## src/hw/cdbs_pkg.sv

```systemverilog
package cdbs_pkg;
   // ==========================================================
   // Frame layout and timing
   // ==========================================================
   localparam int          DATA_W       = 18;
   localparam int          CNT_W        = 12;
   localparam int          REQ_BITS     = 28;
   localparam int          RSP_BITS     = 24;
   localparam int          STROBE_CYC   = 4;
   localparam int          REPLY_WAIT   = 64;
   localparam int          STARTUP_REF  = 1000;
   localparam logic [4:0]  CRC_POLY     = 5'h05;
   localparam logic [4:0]  CRC_INIT     = 5'h1F;
   localparam logic [1:0]  PLL_X10      = 2'h1;
   localparam logic [1:0]  PLL_X12      = 2'h2;
   localparam logic [1:0]  PLL_RSVD     = 2'h3;
   localparam logic [3:0]  HALF_X8      = 4'h4;
   localparam logic [3:0]  HALF_X10     = 4'h5;
   localparam logic [3:0]  HALF_X12     = 4'h6;
   localparam logic [1:0]  CS_NONE      = 2'h3;

   typedef enum logic [2:0] {
      ST_SLEEP, ST_BOOT, ST_IDLE, ST_TX, ST_WAIT, ST_RX, ST_BUS, ST_DONE
   } cdbs_state_t;

   // One host bus cycle as carried in a request frame.
   typedef struct packed {
      logic [1:0]        cs_n;
      logic              ad;
      logic              rd;
      logic [DATA_W-1:0] data;
   } cdbs_cycle_t;

   typedef struct packed {
      logic [1:0]        cs_n;
      logic              rd_n;
      logic              wr_n;
      logic              ad;
      logic [DATA_W-1:0] data;
   } cdbs_pbus_t;

   function automatic logic [4:0] cdbs_crc5(input logic [21:0] d);
      logic [4:0] c;
      logic       fb;
      c = CRC_INIT;
      for (int i = 21; i >= 0; i--) begin
         fb = c[4] ^ d[i];
         c  = {c[3:0], 1'b0} ^ (fb ? CRC_POLY : 5'h00);
      end
      return c;
   endfunction
endpackage

```

## src/hw/cdbs_top.sv

```systemverilog
`timescale 1ns/1ps
// Operation
// - Role input high makes the block the host-side end, low the display-side end.
// - Every frame carries a 5-bit CRC which the receiving end checks, for writes and reads.
// - The host-side end raises the error output when a read reply fails its CRC.
// - The display-side end raises the error output when a write frame fails its CRC.
// - With write-only low the display side serves writes and reads, with it high writes only.
// - Sleep request low puts the block to sleep; high lets it run.
// - Start-up completes within about a thousand reference clock cycles.
// - Two chip selects travel across the link so two displays are addressed apart.
// - The host side drives the link clock, the display side receives it; data is two-way.
// - Reference clock and multiplier selects matter only on the host side.
// - The 18-bit data bus carries writes toward the display and reads back toward the host.
// - Multiplier selects give 8, 10 or 12 times; the fourth code is reserved.
// - Strobes are active low and an address/data selector rides with each cycle.
module cdbs_top
   import cdbs_pkg::*;
#(
   parameter int STARTUP_CYCLES = STARTUP_REF
) (
   input  wire logic       clock_in,
   input  wire logic       arst_n_in,
   input  wire logic       host_side_role_in,
   input  wire logic       test_mode_in,
   input  wire logic       sleep_request_n_in,
   input  wire logic       ref_clk_in,
   input  wire logic [1:0] pll_factor_select_in,
   input  wire logic       write_only_in,
   input  wire cdbs_pbus_t pbus_in,
   output cdbs_pbus_t      pbus_out,
   output logic            pbus_ctrl_oe_n_out,
   output logic            pbus_data_oe_n_out,
   input  wire logic       link_clk_in,
   output logic            link_clk_out,
   output logic            link_clk_oe_n_out,
   input  wire logic       link_data_in,
   output logic            link_data_out,
   output logic            link_data_oe_n_out,
   output logic            error_out,
   output logic            ready_out,
   output logic            busy_out
);
   // ==========================================================
   // Input synchronisers
   // ==========================================================
   localparam int SYNC_W = 32;
   logic [SYNC_W-1:0] sync1, sync2;
   logic              lclk_prev, ref_prev;
   wire  [SYNC_W-1:0] raw_in = {host_side_role_in, test_mode_in, sleep_request_n_in,
                                ref_clk_in, pll_factor_select_in, write_only_in,
                                link_clk_in, link_data_in, pbus_in};
   wire cdbs_pbus_t   pbus_s   = sync2[22:0];
   wire               ldata_s  = sync2[23];
   wire               lclk_s   = sync2[24];
   wire               wo_s     = sync2[25];
   wire [1:0]         pll_s    = sync2[27:26];
   wire               ref_s    = sync2[28];
   wire               sleep_n_s = sync2[29];
   wire               test_s   = sync2[30];
   wire               role_s   = sync2[31];

   always_ff @(posedge clock_in or negedge arst_n_in) begin
      if (!arst_n_in) begin
         sync1     <= '0;
         sync2     <= '0;
         lclk_prev <= 1'b0;
         ref_prev  <= 1'b0;
      end else begin
         sync1     <= raw_in;
         sync2     <= sync1;
         lclk_prev <= lclk_s;
         ref_prev  <= ref_s;
      end
   end

   // ==========================================================
   // Link clock generation and edge decode
   // ==========================================================
   cdbs_state_t state, next_state;
   logic [3:0]  half_cnt;
   logic [CNT_W-1:0] cnt, next_cnt;
   logic [27:0] shreg, next_shreg;
   cdbs_cycle_t cyc, next_cyc;
   logic        next_err;

   wire [3:0] half_len = (pll_s == PLL_X10) ? HALF_X10 :
                         (pll_s == PLL_X12) ? HALF_X12 : HALF_X8;
   // The clock only stops once low, so the far end never sees a runt pulse.
   wire clk_run  = role_s && (state inside {ST_TX, ST_WAIT, ST_RX} || link_clk_out);
   wire half_end = clk_run && (half_cnt == half_len - 4'h1);
   wire m_rise   = half_end && !link_clk_out;
   wire m_fall   = half_end && link_clk_out;
   wire s_rise   = lclk_s && !lclk_prev;
   wire s_fall   = !lclk_s && lclk_prev;
   wire ref_rise = ref_s && !ref_prev;
   wire sample_tick = role_s ? m_rise : s_rise;
   wire shift_tick  = role_s ? m_fall : s_fall;

   always_ff @(posedge clock_in or negedge arst_n_in) begin
      if (!arst_n_in) begin
         half_cnt     <= 4'h0;
         link_clk_out <= 1'b0;
      end else begin
         half_cnt     <= half_end || !clk_run ? 4'h0 : half_cnt + 4'h1;
         link_clk_out <= role_s && (half_end ? !link_clk_out : link_clk_out);
      end
   end

   // ==========================================================
   // Frame decode
   // ==========================================================
   wire [26:0] rx_word  = {shreg[25:0], ldata_s};
   wire cdbs_cycle_t rx_cyc = rx_word[26:5];
   wire [DATA_W-1:0] rx_data = rx_word[22:5];
   wire        rx_bad   = role_s ? (cdbs_crc5({4'h0, rx_data}) != rx_word[4:0])
                                 : (cdbs_crc5(rx_cyc) != rx_word[4:0]);
   wire [CNT_W-1:0] rx_last = role_s ? CNT_W'(RSP_BITS - 2) : CNT_W'(REQ_BITS - 2);
   wire [CNT_W-1:0] tx_last = role_s ? CNT_W'(REQ_BITS - 1) : CNT_W'(RSP_BITS - 1);
   wire        rx_done  = (state == ST_RX) && sample_tick && (cnt == rx_last);
   wire        host_req = (pbus_s.cs_n != CS_NONE) && (!pbus_s.rd_n || !pbus_s.wr_n);
   wire        boot_ok  = !test_s && (!role_s || pll_s != PLL_RSVD);
   wire cdbs_cycle_t req_cyc = '{cs_n: pbus_s.cs_n, ad: pbus_s.ad, rd: !pbus_s.rd_n,
                                 data: pbus_s.rd_n ? pbus_s.data : '0};

   // ==========================================================
   // Sequencer
   // ==========================================================
   always_comb begin
      next_state = state;
      next_shreg = shreg;
      next_cnt   = cnt;
      next_cyc   = cyc;
      next_err   = error_out;
      unique case (state)
         ST_SLEEP: if (sleep_n_s) begin
            next_state = ST_BOOT;
            next_cnt   = '0;
         end
         ST_BOOT: if (boot_ok) begin
            if (!role_s) next_state = ST_IDLE;
            else if (ref_rise) begin
               next_cnt = cnt + 1'b1;
               if (cnt == CNT_W'(STARTUP_CYCLES - 1)) next_state = ST_IDLE;
            end
         end
         ST_IDLE: if (test_s) begin
            next_state = ST_BOOT;
            next_cnt   = '0;
         end else if (role_s && host_req) begin
            next_cyc   = req_cyc;
            next_shreg = {1'b1, req_cyc, cdbs_crc5(req_cyc)};
            next_state = ST_TX;
            next_cnt   = '0;
            next_err   = 1'b0;
         end else if (!role_s && s_rise && ldata_s) begin
            next_state = ST_RX;
            next_cnt   = '0;
            next_err   = 1'b0;
         end
         ST_TX: if (shift_tick) begin
            next_shreg = {shreg[26:0], 1'b0};
            next_cnt   = cnt + 1'b1;
            if (cnt == tx_last) begin
               next_cnt   = '0;
               next_state = !role_s ? ST_IDLE : (cyc.rd ? ST_WAIT : ST_DONE);
            end
         end
         ST_WAIT: if (role_s) begin
            if (sample_tick && ldata_s) begin
               next_state = ST_RX;
               next_cnt   = '0;
            end else if (sample_tick) begin
               // A refused read never answers; give up with zero data.
               next_cnt = cnt + 1'b1;
               if (cnt == CNT_W'(REPLY_WAIT - 1)) next_state = ST_DONE;
            end
         end else if (s_fall) begin
            // Loading on a falling edge keeps the start bit clear of the next rise.
            next_shreg = {1'b1, cyc.data, cdbs_crc5({4'h0, cyc.data}), 4'h0};
            next_state = ST_TX;
            next_cnt   = '0;
         end
         ST_RX: if (sample_tick) begin
            next_shreg = {shreg[26:0], ldata_s};
            next_cnt   = cnt + 1'b1;
            if (cnt == rx_last) begin
               next_cnt = '0;
               next_err = rx_bad;
               if (role_s) begin
                  next_cyc.data = rx_data;
                  next_state    = ST_DONE;
               end else if (rx_bad || (rx_cyc.rd && wo_s)) begin
                  next_state = ST_IDLE;
               end else begin
                  next_cyc   = rx_cyc;
                  next_state = ST_BUS;
               end
            end
         end
         ST_BUS: begin
            next_cnt = cnt + 1'b1;
            if (cnt == CNT_W'(STROBE_CYC - 1)) begin
               next_cnt = '0;
               if (cyc.rd) begin
                  next_cyc.data = pbus_s.data;
                  next_state    = ST_WAIT;
               end else next_state = ST_IDLE;
            end
         end
         ST_DONE: if (pbus_s.rd_n && pbus_s.wr_n) next_state = ST_IDLE;
      endcase
      if (!sleep_n_s) next_state = ST_SLEEP;
   end

   // ==========================================================
   // Registered outputs
   // ==========================================================
   wire slv_strobe = !role_s && (next_state == ST_BUS);
   wire cdbs_pbus_t next_pbus = '{cs_n: slv_strobe ? next_cyc.cs_n : CS_NONE,
                                  rd_n: !(slv_strobe && next_cyc.rd),
                                  wr_n: !(slv_strobe && !next_cyc.rd),
                                  ad:   next_cyc.ad,
                                  data: next_cyc.data};
   wire next_data_oe = role_s ? (next_state == ST_DONE && next_cyc.rd)
                              : (slv_strobe && !next_cyc.rd);
   wire asleep = next_state == ST_SLEEP;

   always_ff @(posedge clock_in or negedge arst_n_in) begin
      if (!arst_n_in) begin
         state              <= ST_BOOT;
         shreg              <= '0;
         cnt                <= '0;
         cyc                <= '0;
         error_out          <= 1'b0;
         pbus_out           <= '1;
         pbus_ctrl_oe_n_out <= 1'b1;
         pbus_data_oe_n_out <= 1'b1;
         link_clk_oe_n_out  <= 1'b1;
         link_data_out      <= 1'b0;
         link_data_oe_n_out <= 1'b1;
         ready_out          <= 1'b0;
         busy_out           <= 1'b0;
      end else begin
         state              <= next_state;
         shreg              <= next_shreg;
         cnt                <= next_cnt;
         cyc                <= next_cyc;
         error_out          <= next_err;
         pbus_out           <= next_pbus;
         pbus_ctrl_oe_n_out <= role_s || asleep;
         pbus_data_oe_n_out <= !next_data_oe;
         link_clk_oe_n_out  <= !role_s || asleep;
         link_data_out      <= (next_state == ST_TX) && next_shreg[27];
         link_data_oe_n_out <= next_state != ST_TX;
         ready_out          <= !(next_state inside {ST_SLEEP, ST_BOOT});
         busy_out           <= next_state inside {ST_TX, ST_WAIT, ST_RX, ST_BUS, ST_DONE};
      end
   end
endmodule

```

## config.mk

```make
export PLATFORM = sky130hd
export DESIGN_NAME = cdbs_top
export DESIGN_NICKNAME = d
export VERILOG_FILES = /design/src/hw/cdbs_pkg.sv /design/src/hw/cdbs_top.sv
export SDC_FILE = /design/constraint.sdc
export NUM_CORES = 1
export LEC_CHECK = 0
export ABC_AREA = 1
export BUFFER_PORTS_ARGS = -buffer_cell sky130_fd_sc_hd__buf_2
export CAP_MARGIN = 20
export CORE_MARGIN = 5
export CORE_UTILIZATION = 41
export DETAILED_ROUTE_END_ITERATION = 10
export SYNTH_ARGS = -nofsm -noshare
export SYNTH_HDL_FRONTEND = slang
export SYNTH_SLANG_ARGS = --single-unit
```

## constraint.sdc

```tcl
create_clock -name clock_in -period 3.55 [get_ports clock_in]
set_input_delay 0.71 -clock clock_in [delete_from_list [all_inputs] [get_ports clock_in]]
set_output_delay 0.71 -clock clock_in [all_outputs]
set_load 0.005 [all_outputs]
```

Word-level counts from Yosys, hierarchy flattened

Index checks and enable logic that the tools add are counted.

Add/sub/neg operators: 3
Reduce and logical (&&, ||, !) cells: 53
Muxes and demuxes: 158
Bitwise operators: 156
Eq/ne operators: 41

Operators with widths:

| cell                                             | count |
|---|---|
| XOR 5 x 3 -> 5 bit                               | 76 |
| 2-to-1 mux 3 bit                                 | 103 |
| 2-to-1 mux 12 bit                                | 16 |
| 2-to-1 mux 28 bit                                | 6 |
| one-hot mux 28 bit (4 select lines)              | 1 |
| 2-to-1 mux 22 bit                                | 5 |
| one-hot mux 12 bit (7 select lines)              | 1 |
| XOR 1 bit                                        | 74 |
| 2-to-1 mux 18 bit                                | 4 |
| one-hot mux 18 bit (3 select lines)              | 1 |
| == test 12 x 5 -> 1 bit                          | 2 |
| == test 3 bit (second input constant)            | 8 |
| inequality test 2 bit (second input constant)    | 12 |
| one-hot mux 3 bit (8 select lines)               | 1 |
| logical AND 1 bit                                | 21 |
| 2-to-1 mux 4 bit                                 | 4 |
| zero test 1 bit                                  | 14 |
| adder 12 x 1 -> 12 bit (second input constant)   | 1 |
| == test 12 x 10 -> 1 bit (second input constant) | 1 |
| == test 12 x 2 -> 1 bit (second input constant)  | 1 |
| == test 12 x 6 -> 1 bit (second input constant)  | 1 |
| 2-to-1 mux 1 bit                                 | 10 |
| inequality test 5 bit                            | 2 |
| AND reduction 10 bit                             | 1 |
| other kinds (27)                                 | 45 |

Register bits after elaboration: 167
Output and inout bits: 32
Bits of input ports: 34
Logic and storage cells: 438

Longest topological paths before layout

Gate-level depths: netlist (run 1).

Depth after elaboration: 79
Mapped depth: 31
Depth with buffers taken out: 30

Worst setup path after synthesis (run 1)

OpenSTA, ideal clock, no wires.

Path type: reg2reg
From: reg state[1]
To: reg pbus_data_oe_n_out
Arrival: 2.961 ns
Slack: 0.516 ns
Clock period less this slack: 3.034 ns
Stages on the path, launching flop included: 26
Cells stage by stage: dfrtp_1 inv_1 nand2_1 nor2_1 inv_1 nand2_1 inv_1 a31oi_1 inv_1 nor2_1 ha_1 inv_1 o21ai_0 inv_1 nor3_1 inv_1 a21oi_1 o21ai_0 o2111ai_1 nand2_1 inv_1 nand3_1 nor2_4 nand2_2 nand2_1 inv_1

Cells in the longest elaborated chain, start to end: 17
Elaborated cells between the ends (all ways): 47
Those cells by class: 9 x eq/ne; 25 x mux; 13 x reduce/logical

Ends and longest elaborated chain:

| item                                                           | line                             | RTL |
|---|---|---|
| from (decl)                                                    | cdbs_top.sv:79                   | `cdbs_state_t state, next_state;` |
| from (signal assigned)                                         | cdbs_top.sv:244                  | `state <= next_state;` |
| == test 3 x 2 -> 1 bit / == test 3 bit (equally long branches) | cdbs_top.sv:89, cdbs_top.sv:134  |  |
| nonzero test 3 bit                                             | cdbs_top.sv:89                   | `wire clk_run = role_s && (state inside {ST_TX, ST_WAIT, ST_RX} \|\| link_clk_out);` |
| logical OR 1 bit                                               | cdbs_top.sv:89                   |  |
| logical AND 1 bit                                              | cdbs_top.sv:89                   |  |
| logical AND 1 bit                                              | cdbs_top.sv:90                   | `wire half_end = clk_run && (half_cnt == half_len - 4'h1);` |
| logical AND 1 bit                                              | cdbs_top.sv:91                   | `wire m_rise = half_end && !link_clk_out;` |
| 2-to-1 mux 1 bit                                               | cdbs_top.sv:96                   | `wire sample_tick = role_s ? m_rise : s_rise;` |
| 2-to-1 mux 3 bit / logical AND 1 bit (equally long branches)   | cdbs_top.sv:172, cdbs_top.sv:169 |  |
| [... 2 more ...]                                               | n/a                              |  |
| one-hot mux 3 bit (8 select lines) (*)                         | cdbs_top.sv:134                  | `unique case (state)` |
| 2-to-1 mux 3 bit (*)                                           | cdbs_top.sv:212                  | `if (!sleep_n_s) next_state = ST_SLEEP;` |
| named net next_state[1]                                        | cdbs_top.sv:79                   |  |
| == test 3 bit                                                  | cdbs_top.sv:218                  | `wire slv_strobe = !role_s && (next_state == ST_BUS);` |
| logical AND 1 bit                                              | cdbs_top.sv:218                  |  |
| logical AND 1 bit                                              | cdbs_top.sv:225                  | `: (slv_strobe && !next_cyc.rd);` |
| 2-to-1 mux 1 bit (*)                                           | cdbs_top.sv:224                  | `wire next_data_oe = role_s ? (next_state == ST_DONE && next_cyc.rd)` |
| zero test 1 bit (*)                                            | cdbs_top.sv:251                  | `pbus_data_oe_n_out <= !next_data_oe;` |
| to (signal assigned)                                           | cdbs_top.sv:251                  |  |
| to (decl)                                                      | cdbs_top.sv:32                   | `output logic pbus_data_oe_n_out,` |

The timed path passes the listed nets; every way through them passes the cells marked *.
A chain may end at the register's enable or synchronous reset.

==> flow_summary.json, run 1 <==
{
  "placed_area_mm2": 0.0100,
  "clock_latency_ps": 440,
  "num-fill-cells": 2244,
  "final_max_slew_viol_count": 0,
  "drive_gt1_share_pct": 21.7,
  "reg2reg_from": "shreg[20]",
  "end_kind": "flip-flop",
  "setup_violations": 0,
  "crit_slowest_cell": "dfrtp_2",
  "grt_pass1_vias": 7511,
  "period_needed_ps": 3230,
  "initial_core_util_pct": 41.3,
  "finClkSkew_ps": 13.6,
  "outcome": "completed",
  "cts_inserted_buffers": 17,
  "synth_top_area_cell": "dfrtp_1",
  "tightestPinTransition_ps": 915,
  "seqCellArea_mm2": 0.00423,
  "p_clk_share_pct": 16.0,
  "switchingPower_mw": 5.63,
  "ys_warn_count": 0,
  "io-pin-count": 66,
  "synth_area_mm2": 0.00927,
  "intPower_mw": 6.03,
  "crit_path_max_incr_delay_ps": 450,
  "syn_area_per_cell_um2": 8.25,
  "cts.path.max_buffers": 2,
  "core-area_mm2": 0.0224,
  "synth_seq_cells": 167,
  "rows": 55,
  "cp_data_arrival_time_ps": 3580,
  "dr.pass1.iters": 6,
  "synthTopCellsByCount": "nand2_1, dfrtp_1, inv_1, nand3_1, nor2_1",
  "ir_drop_uv": 704,
  "p_sw_share_pct": 48.3,
  "tritoncts": "done",
  "wl_per_cell_um": 16.8,
  "synth.most_common_cell": "nand2_1",
  "final-hold-violation-count": 0,
  "die_h_um": 160,
  "grt_pass1_wl_mm": 40.2,
  "clock-sinks": 167,
  "maxCapViolCount": 0,
  "drtIter0Drc": 597,
  "hold_buffers": 0,
  "crit_required_ps": 3900,
  "fmax_mhz": 309,
  "gp_congestion": 0.946,
  "worstPathCellList": "inv_4 > nand2_1 > nand2_2 > nand3_1 > nand2_1 > nand2_1 > nand2_1 > nand2_1 > nand2_2 > nand2_1 > nand2_1 > nand2_1 > nand2_1 > xor2_1 > nand2b_1 > nand3_1 > nand2_1 > nand2_1 > nor2_2 > nand3_4 > nand2_8 > buf_12 > o211ai_2 > a21oi_2",
  "fin_area_mm2": 0.0108,
  "vias_per_cell": 5.26,
  "worstSetupStartpoint": "shreg[20]",
  "die_area_mm2": 0.0257,
  "vias": 7975,
  "drcViolationCount": 0,
  "track_usage_pct": 19.5,
  "crit_path_start_kind": "flip-flop",
  "crit_path_max_fanout": 12,
  "timing.final.crit_share_pct": 91.0,
  "synth_flop_cell": "dfrtp_1",
  "async_flop_share_pct": 100,
  "powerDensity_mw_per_mm2": 1080,
  "final_nets": 1258,
  "wl_mm": 25.5,
  "gr-total-overflow": 0,
  "p_leak_nw": 5.02,
  "htreeDepth": 4,
  "multi_input_area_mm2": 0.00452,
  "p_seq_share_pct": 23.5,
  "cts.reportedPaths.clkPinSlew_ps": 70,
  "dieWidth_um": 160,
  "path_common_cell": "nand2_1",
  "relSlewSlack_pct": 38.8,
  "syn_inst": 1123,
  "hold_slack_ps": 290,
  "synth_fp_nets": 1164,
  "antenna_found_initial": 0,
  "dp_hpwl_mm": 19.2,
  "port_buffers": 65,
  "min-delay-path-class": "in2async",
  "synth_edf_count": 0,
  "ys_seq_area_share_pct": 45.5,
  "ys_types": 52,
  "cts_root_buffer": "clkbuf_16",
  "grt_max_degree": 81,
  "combPwrFrac_pct": 60.5,
  "drtAntennaViolNets": 0,
  "synth_top_area_share_pct": 37.5,
  "diodes": 0,
  "area_growth_pct": 16.4,
  "critPathKind": "reg2reg",
  "synth_area_leaders": "dfrtp_1, nand2_1, dfstp_2",
  "final_util_pct": 48.1
}
==> flip-flops by register name, indices dropped and copies added (netlist names), 3 cells and up <==
| register | cells |
|---|---|
| sync1 | 32 |
| sync2 | 32 |
| shreg | 28 |
| pbus_out | 23 |
| cyc | 22 |
| cnt | 12 |
| half_cnt | 4 |
| state | 3 |
==> layout by cell type (no fill, tap or decap), types with 8 or more instances in the layout <==
cell	n
a21oi_1	25
a21oi_2	18
buf_4	36
inv_2	13
xnor2_1	28
nor3_1	8
dfrtp_2	9
o22ai_1	13
o21ai_0	21
buf_2	64
o211ai_2	18
nor2_1	77
dfrtp_1	130
clkbuf_16	17
dfstp_2	28
a221oi_1	19
nand2_1	334
inv_1	97
nand2_2	16
xor2_1	54
nand3_1	93
o2111ai_1	12
o211ai_1	9
==> worst max-delay path, delay by kind of cell, from the launching register on <==
kind	cells	cell delay (ps)
buffers and inverters	2	290
AND/OR/NAND/NOR	19	1870
flip-flops	1	450
AO/OA/AOI/OAI	2	300
XOR/XNOR	1	210
==> power groups by stage <==
stage / Combinational, mW / Clock, mW / Sequential [mW]
finish: 7.05 / 1.86 / 2.74
global route: 7.91 / 1.98 / 2.79
CTS: 6.90 / 1.90 / 2.73
detailed placement: 6.86 / 0 / 2.75
global placement: 6.76 / 0 / 2.76
floorplan: 5.69 / 0 / 2.59
==> per-layer routing <==
metal | vias up | wire length [um] | global-route usage [%]
met5 | - | 0 | 0
met3 | 51 | 1520 | 2.95
met4 | 0 | 603 | 7.20
met1 | 3783 | 12500 | 29.2
met2 | 269 | 10900 | 28.6
li1 | 3872 | - | -
==> area by class of cell <==
class / instances / area share [%]
multi-input cells: 812 / 41.9
flip-flops and latches: 167 / 39.2
repair buffers: 103 / 5.95
inverters: 116 / 4.18
clock buffers: 18 / 3.98
well taps: 285 / 3.31
clock inverters: 14 / 1.52
==> metrics by stage <==
| step | instances | power (mW) | setup WS (ps) | setup TNS [ps] |
|---|---|---|---|---|
| after floorplan | 1123 | 8.29 | 516 | 0 |
| after global placement | 1468 | 9.52 | 127 | 0 |
| after detailed placement | 1468 | 9.61 | 165 | 0 |
| after CTS | 1500 | 11.5 | 159 | 0 |
| after global routing | 1515 | 12.7 | -2.21 | -2.21 |
| final | 1515 | 11.7 | 318 | 0 |
==> cell families (layout without fill, tap and decap cells) <==
logic type,Yosys count,in the layout,synth area share [%]
and+or+nand+nor,562,564,25.8
DFF,167,167,45.5
buffers and inverters,146,251,6.57
AOI/OAI and AO/OA,154,154,12.7
adders and majority gates,7,7,0.945
xor gates and xnor gates,87,87,8.55
==> worst paths after layout <==
path	end	slack [ps]	depth (start not counted)
min in group clock_in	sync2[4]	340	0
setup / recovery	cyc[6]	320	24
hold / removal	sync1[7]	290	1
max in group asynchronous	state[0]	2370	2
hold reg to reg	sync2[4]	340	0
setup reg to reg	cyc[6]	320	24
==> repair_timing <==
item | 4_1_cts | 5_1_grt
gates resized for setup | 0 | 35
setup buffers | 0 | 13
endpoints found under the setup margin | 0 | 59
No activity file was read; power rests on OpenSTA's default activity.
==> inputs of run 2 (changes only) <==
--- a/config.mk
+++ b/config.mk
@@ -9,8 +9,9 @@
 export BUFFER_PORTS_ARGS = -buffer_cell sky130_fd_sc_hd__buf_2
 export CAP_MARGIN = 20
 export CORE_MARGIN = 5
-export CORE_UTILIZATION = 41
+export CORE_UTILIZATION = 60
 export DETAILED_ROUTE_END_ITERATION = 10
+export PLACE_DENSITY = 0.79
 export SYNTH_ARGS = -nofsm -noshare
 export SYNTH_HDL_FRONTEND = slang
 export SYNTH_SLANG_ARGS = --single-unit
==> run 2 against run 1 <==
Net effect: setup slack worse by 160 ps; clock skew down 2.9 ps; sequential share of layout area up 0.59 points; non-clock buffer count down 12; design area down 1.6%; power up 0.53%; count of clock-buffer cells in the layout up 2; largest power group unchanged; core utilization up 22 points.
==> flow_summary.json, run 2 (synthesis results as in run 1) <==
{
  "intPower_mw": 6.14,
  "die_area_mm2": 0.0180,
  "final_cells": 1404,
  "vias": 8153,
  "crit_slowest_cell": "inv_1",
  "combPwrFrac_pct": 60.2,
  "cts_root_buffer": "clkbuf_16",
  "clock-sinks": 167,
  "crit_cells": 17,
  "tritoncts": "done",
  "tightestPinTransition_ps": 853,
  "cts_inserted_buffers": 17,
  "p_clk_share_pct": 16.2,
  "wl_per_cell_um": 17.9,
  "vias_per_cell": 5.81,
  "crit_required_ps": 3880,
  "antenna_found_initial": 1,
  "setup_violations": 0,
  "core-area_mm2": 0.0152,
  "dr.pass1.iters": 6,
  "fin_ws_ps": 156,
  "powerDensity_mw_per_mm2": 1100,
  "fmax_mhz": 295,
  "gr-total-overflow": 0,
  "diodes": 0,
  "reg.largest.list": "sync1 x32, sync2 x32, shreg x28",
  "crit_path_max_fanout": 24,
  "finClkSkew_ps": 10.6,
  "ff2ff_path_depth": 17,
  "outcome": "completed",
  "cp_top_family": "buffers and inverters",
  "track_usage_pct": 28.6,
  "drive_gt1_share_pct": 21.0,
  "rows": 45,
  "worstPathCellList": "buf_4 > nor2_2 > inv_1 > nand2_1 > inv_1 > a31oi_4 > inv_1 > nor2_4 > ha_1 > a21oi_1 > inv_1 > o22ai_1 > o21bai_1 > nor2_1 > inv_1 > nand2_1 > o2111ai_1",
  "clock_latency_ps": 430,
  "crit_path_start_kind": "flip-flop",
  "end_kind": "flip-flop",
  "cts.path.max_buffers": 2,
  "io-pin-count": 66,
  "maxCapViolCount": 0,
  "port_buffers": 65,
  "dp_hpwl_mm": 18.5,
  "final-hold-violation-count": 0,
  "critPathKind": "reg2reg",
  "relSlewSlack_pct": 43.1,
  "final_nets": 1244,
  "p_seq_share_pct": 23.6,
  "min-delay-path-class": "in2async",
  "grt_pass1_vias": 7844,
  "crit_path_max_incr_delay_ps": 630,
  "dpl.cell_count": 1366,
  "drtIter0Drc": 994,
  "final_cell_mix": "nand2_1, dfrtp_1, inv_1, nand3_1, nor2_1",
  "cp.buffers_inverters": 6,
  "gp_congestion": 0.981,
  "switchingPower_mw": 5.57,
  "dieWidth_um": 134,
  "layout_commonest_cell": "nand2_1",
  "cp_data_arrival_time_ps": 3720,
  "path_common_cell": "inv_1",
  "die_h_um": 134,
  "grt_max_degree": 77,
  "num-fill-cells": 1191,
  "final_max_slew_viol_count": 0,
  "drtAntennaViolNets": 0,
  "ir_drop_uv": 803,
  "cts.reportedPaths.clkPinSlew_ps": 70,
  "period_needed_ps": 3390,
  "initial_core_util_pct": 61.0,
  "htreeDepth": 4,
  "timing.final.crit_share_pct": 95.6,
  "area_growth_pct": 14.5,
  "grt_pass1_wl_mm": 40.7,
  "drcViolationCount": 0,
  "wl_mm": 25.2,
  "pre_cts_ws_ps": -115,
  "rsz0062_at_grt": "true",
  "p_sw_share_pct": 47.6,
  "p_leak_nw": 4.96
}
[run 2: metal layers]
layer,wire (um),vias up,GRT usage (%)
met5,0,-,0
met4,726,0,11.3
met3,2620,61,7.69
met2,10900,394,41.3
met1,10900,3850,41.4
li1,-,3848,-
[run 2: per-stage QoR]
step | total power, mW | cell area (um^2) | utilization (%) | hold slack (ps) | TNS [ps]
floorplan | 8.29 | 9270 | - | 331 | 0
global placement | 9.44 | 9830 | 64.7 | 331 | -435
detailed placement | 9.57 | 9830 | 64.7 | 335 | -175
CTS | 11.5 | 10500 | 68.8 | 327 | 0
global route | 12.7 | 10600 | 69.8 | 351 | -208
finish | 11.7 | 10600 | 69.8 | 298 | 0
[run 2: layout make-up]
cell class | count | area [um^2] | share of cell area [%]
multi-input combinational | 810 | 4560 | 43.0
sequential | 167 | 4220 | 39.8
timing repair buffer | 91 | 539 | 5.08
inverter | 116 | 449 | 4.23
clock buffer | 20 | 437 | 4.11
tap | 188 | 235 | 2.22
clock inverter | 12 | 169 | 1.59
[run 2: worst paths after layout]
| path | startpoint | to | slack, ps |
|---|---|---|---|
| min reg2reg | sync1[28] | sync2[28] | 350 |
| min in group clock_in | sync1[28] | sync2[28] | 350 |
| max reg2reg | state[0] | shreg[20] | 160 |
| min | arst_n_in | sync2[13] | 300 |
| max in group asynchronous | arst_n_in | pbus_out[4] | 2360 |
| max | state[0] | shreg[20] | 160 |
[run 2: timing repair]
action,CTS,global route
buffers inserted,0,6
hold buffers,0,0
resized for setup,4,38
pin swaps,0,5
endpoints found under the setup margin,6,85
[run 2: power by group through the flow]
stage          Sequential, mW  Combinational, mW  Clock (mW)
2_1_floorplan            2.59               5.69           0
3_3_place_gp             2.75               6.68           0
3_5_place_dp             2.76               6.81           0
4_1_cts                  2.73               6.87        1.92
5_1_grt                  2.80               7.90        1.99
6_report                 2.76               7.06        1.90
[run 2: worst reg2reg max path, delay by kind of cell, from the launching register on]
family / cells / cell delay [ps]
AOI/OAI and AO/OA: 5 / 940
adders and majority gates: 1 / 180
buffers and inverters: 6 / 1180
DFF: 1 / 540
and+or+nand+nor: 5 / 450
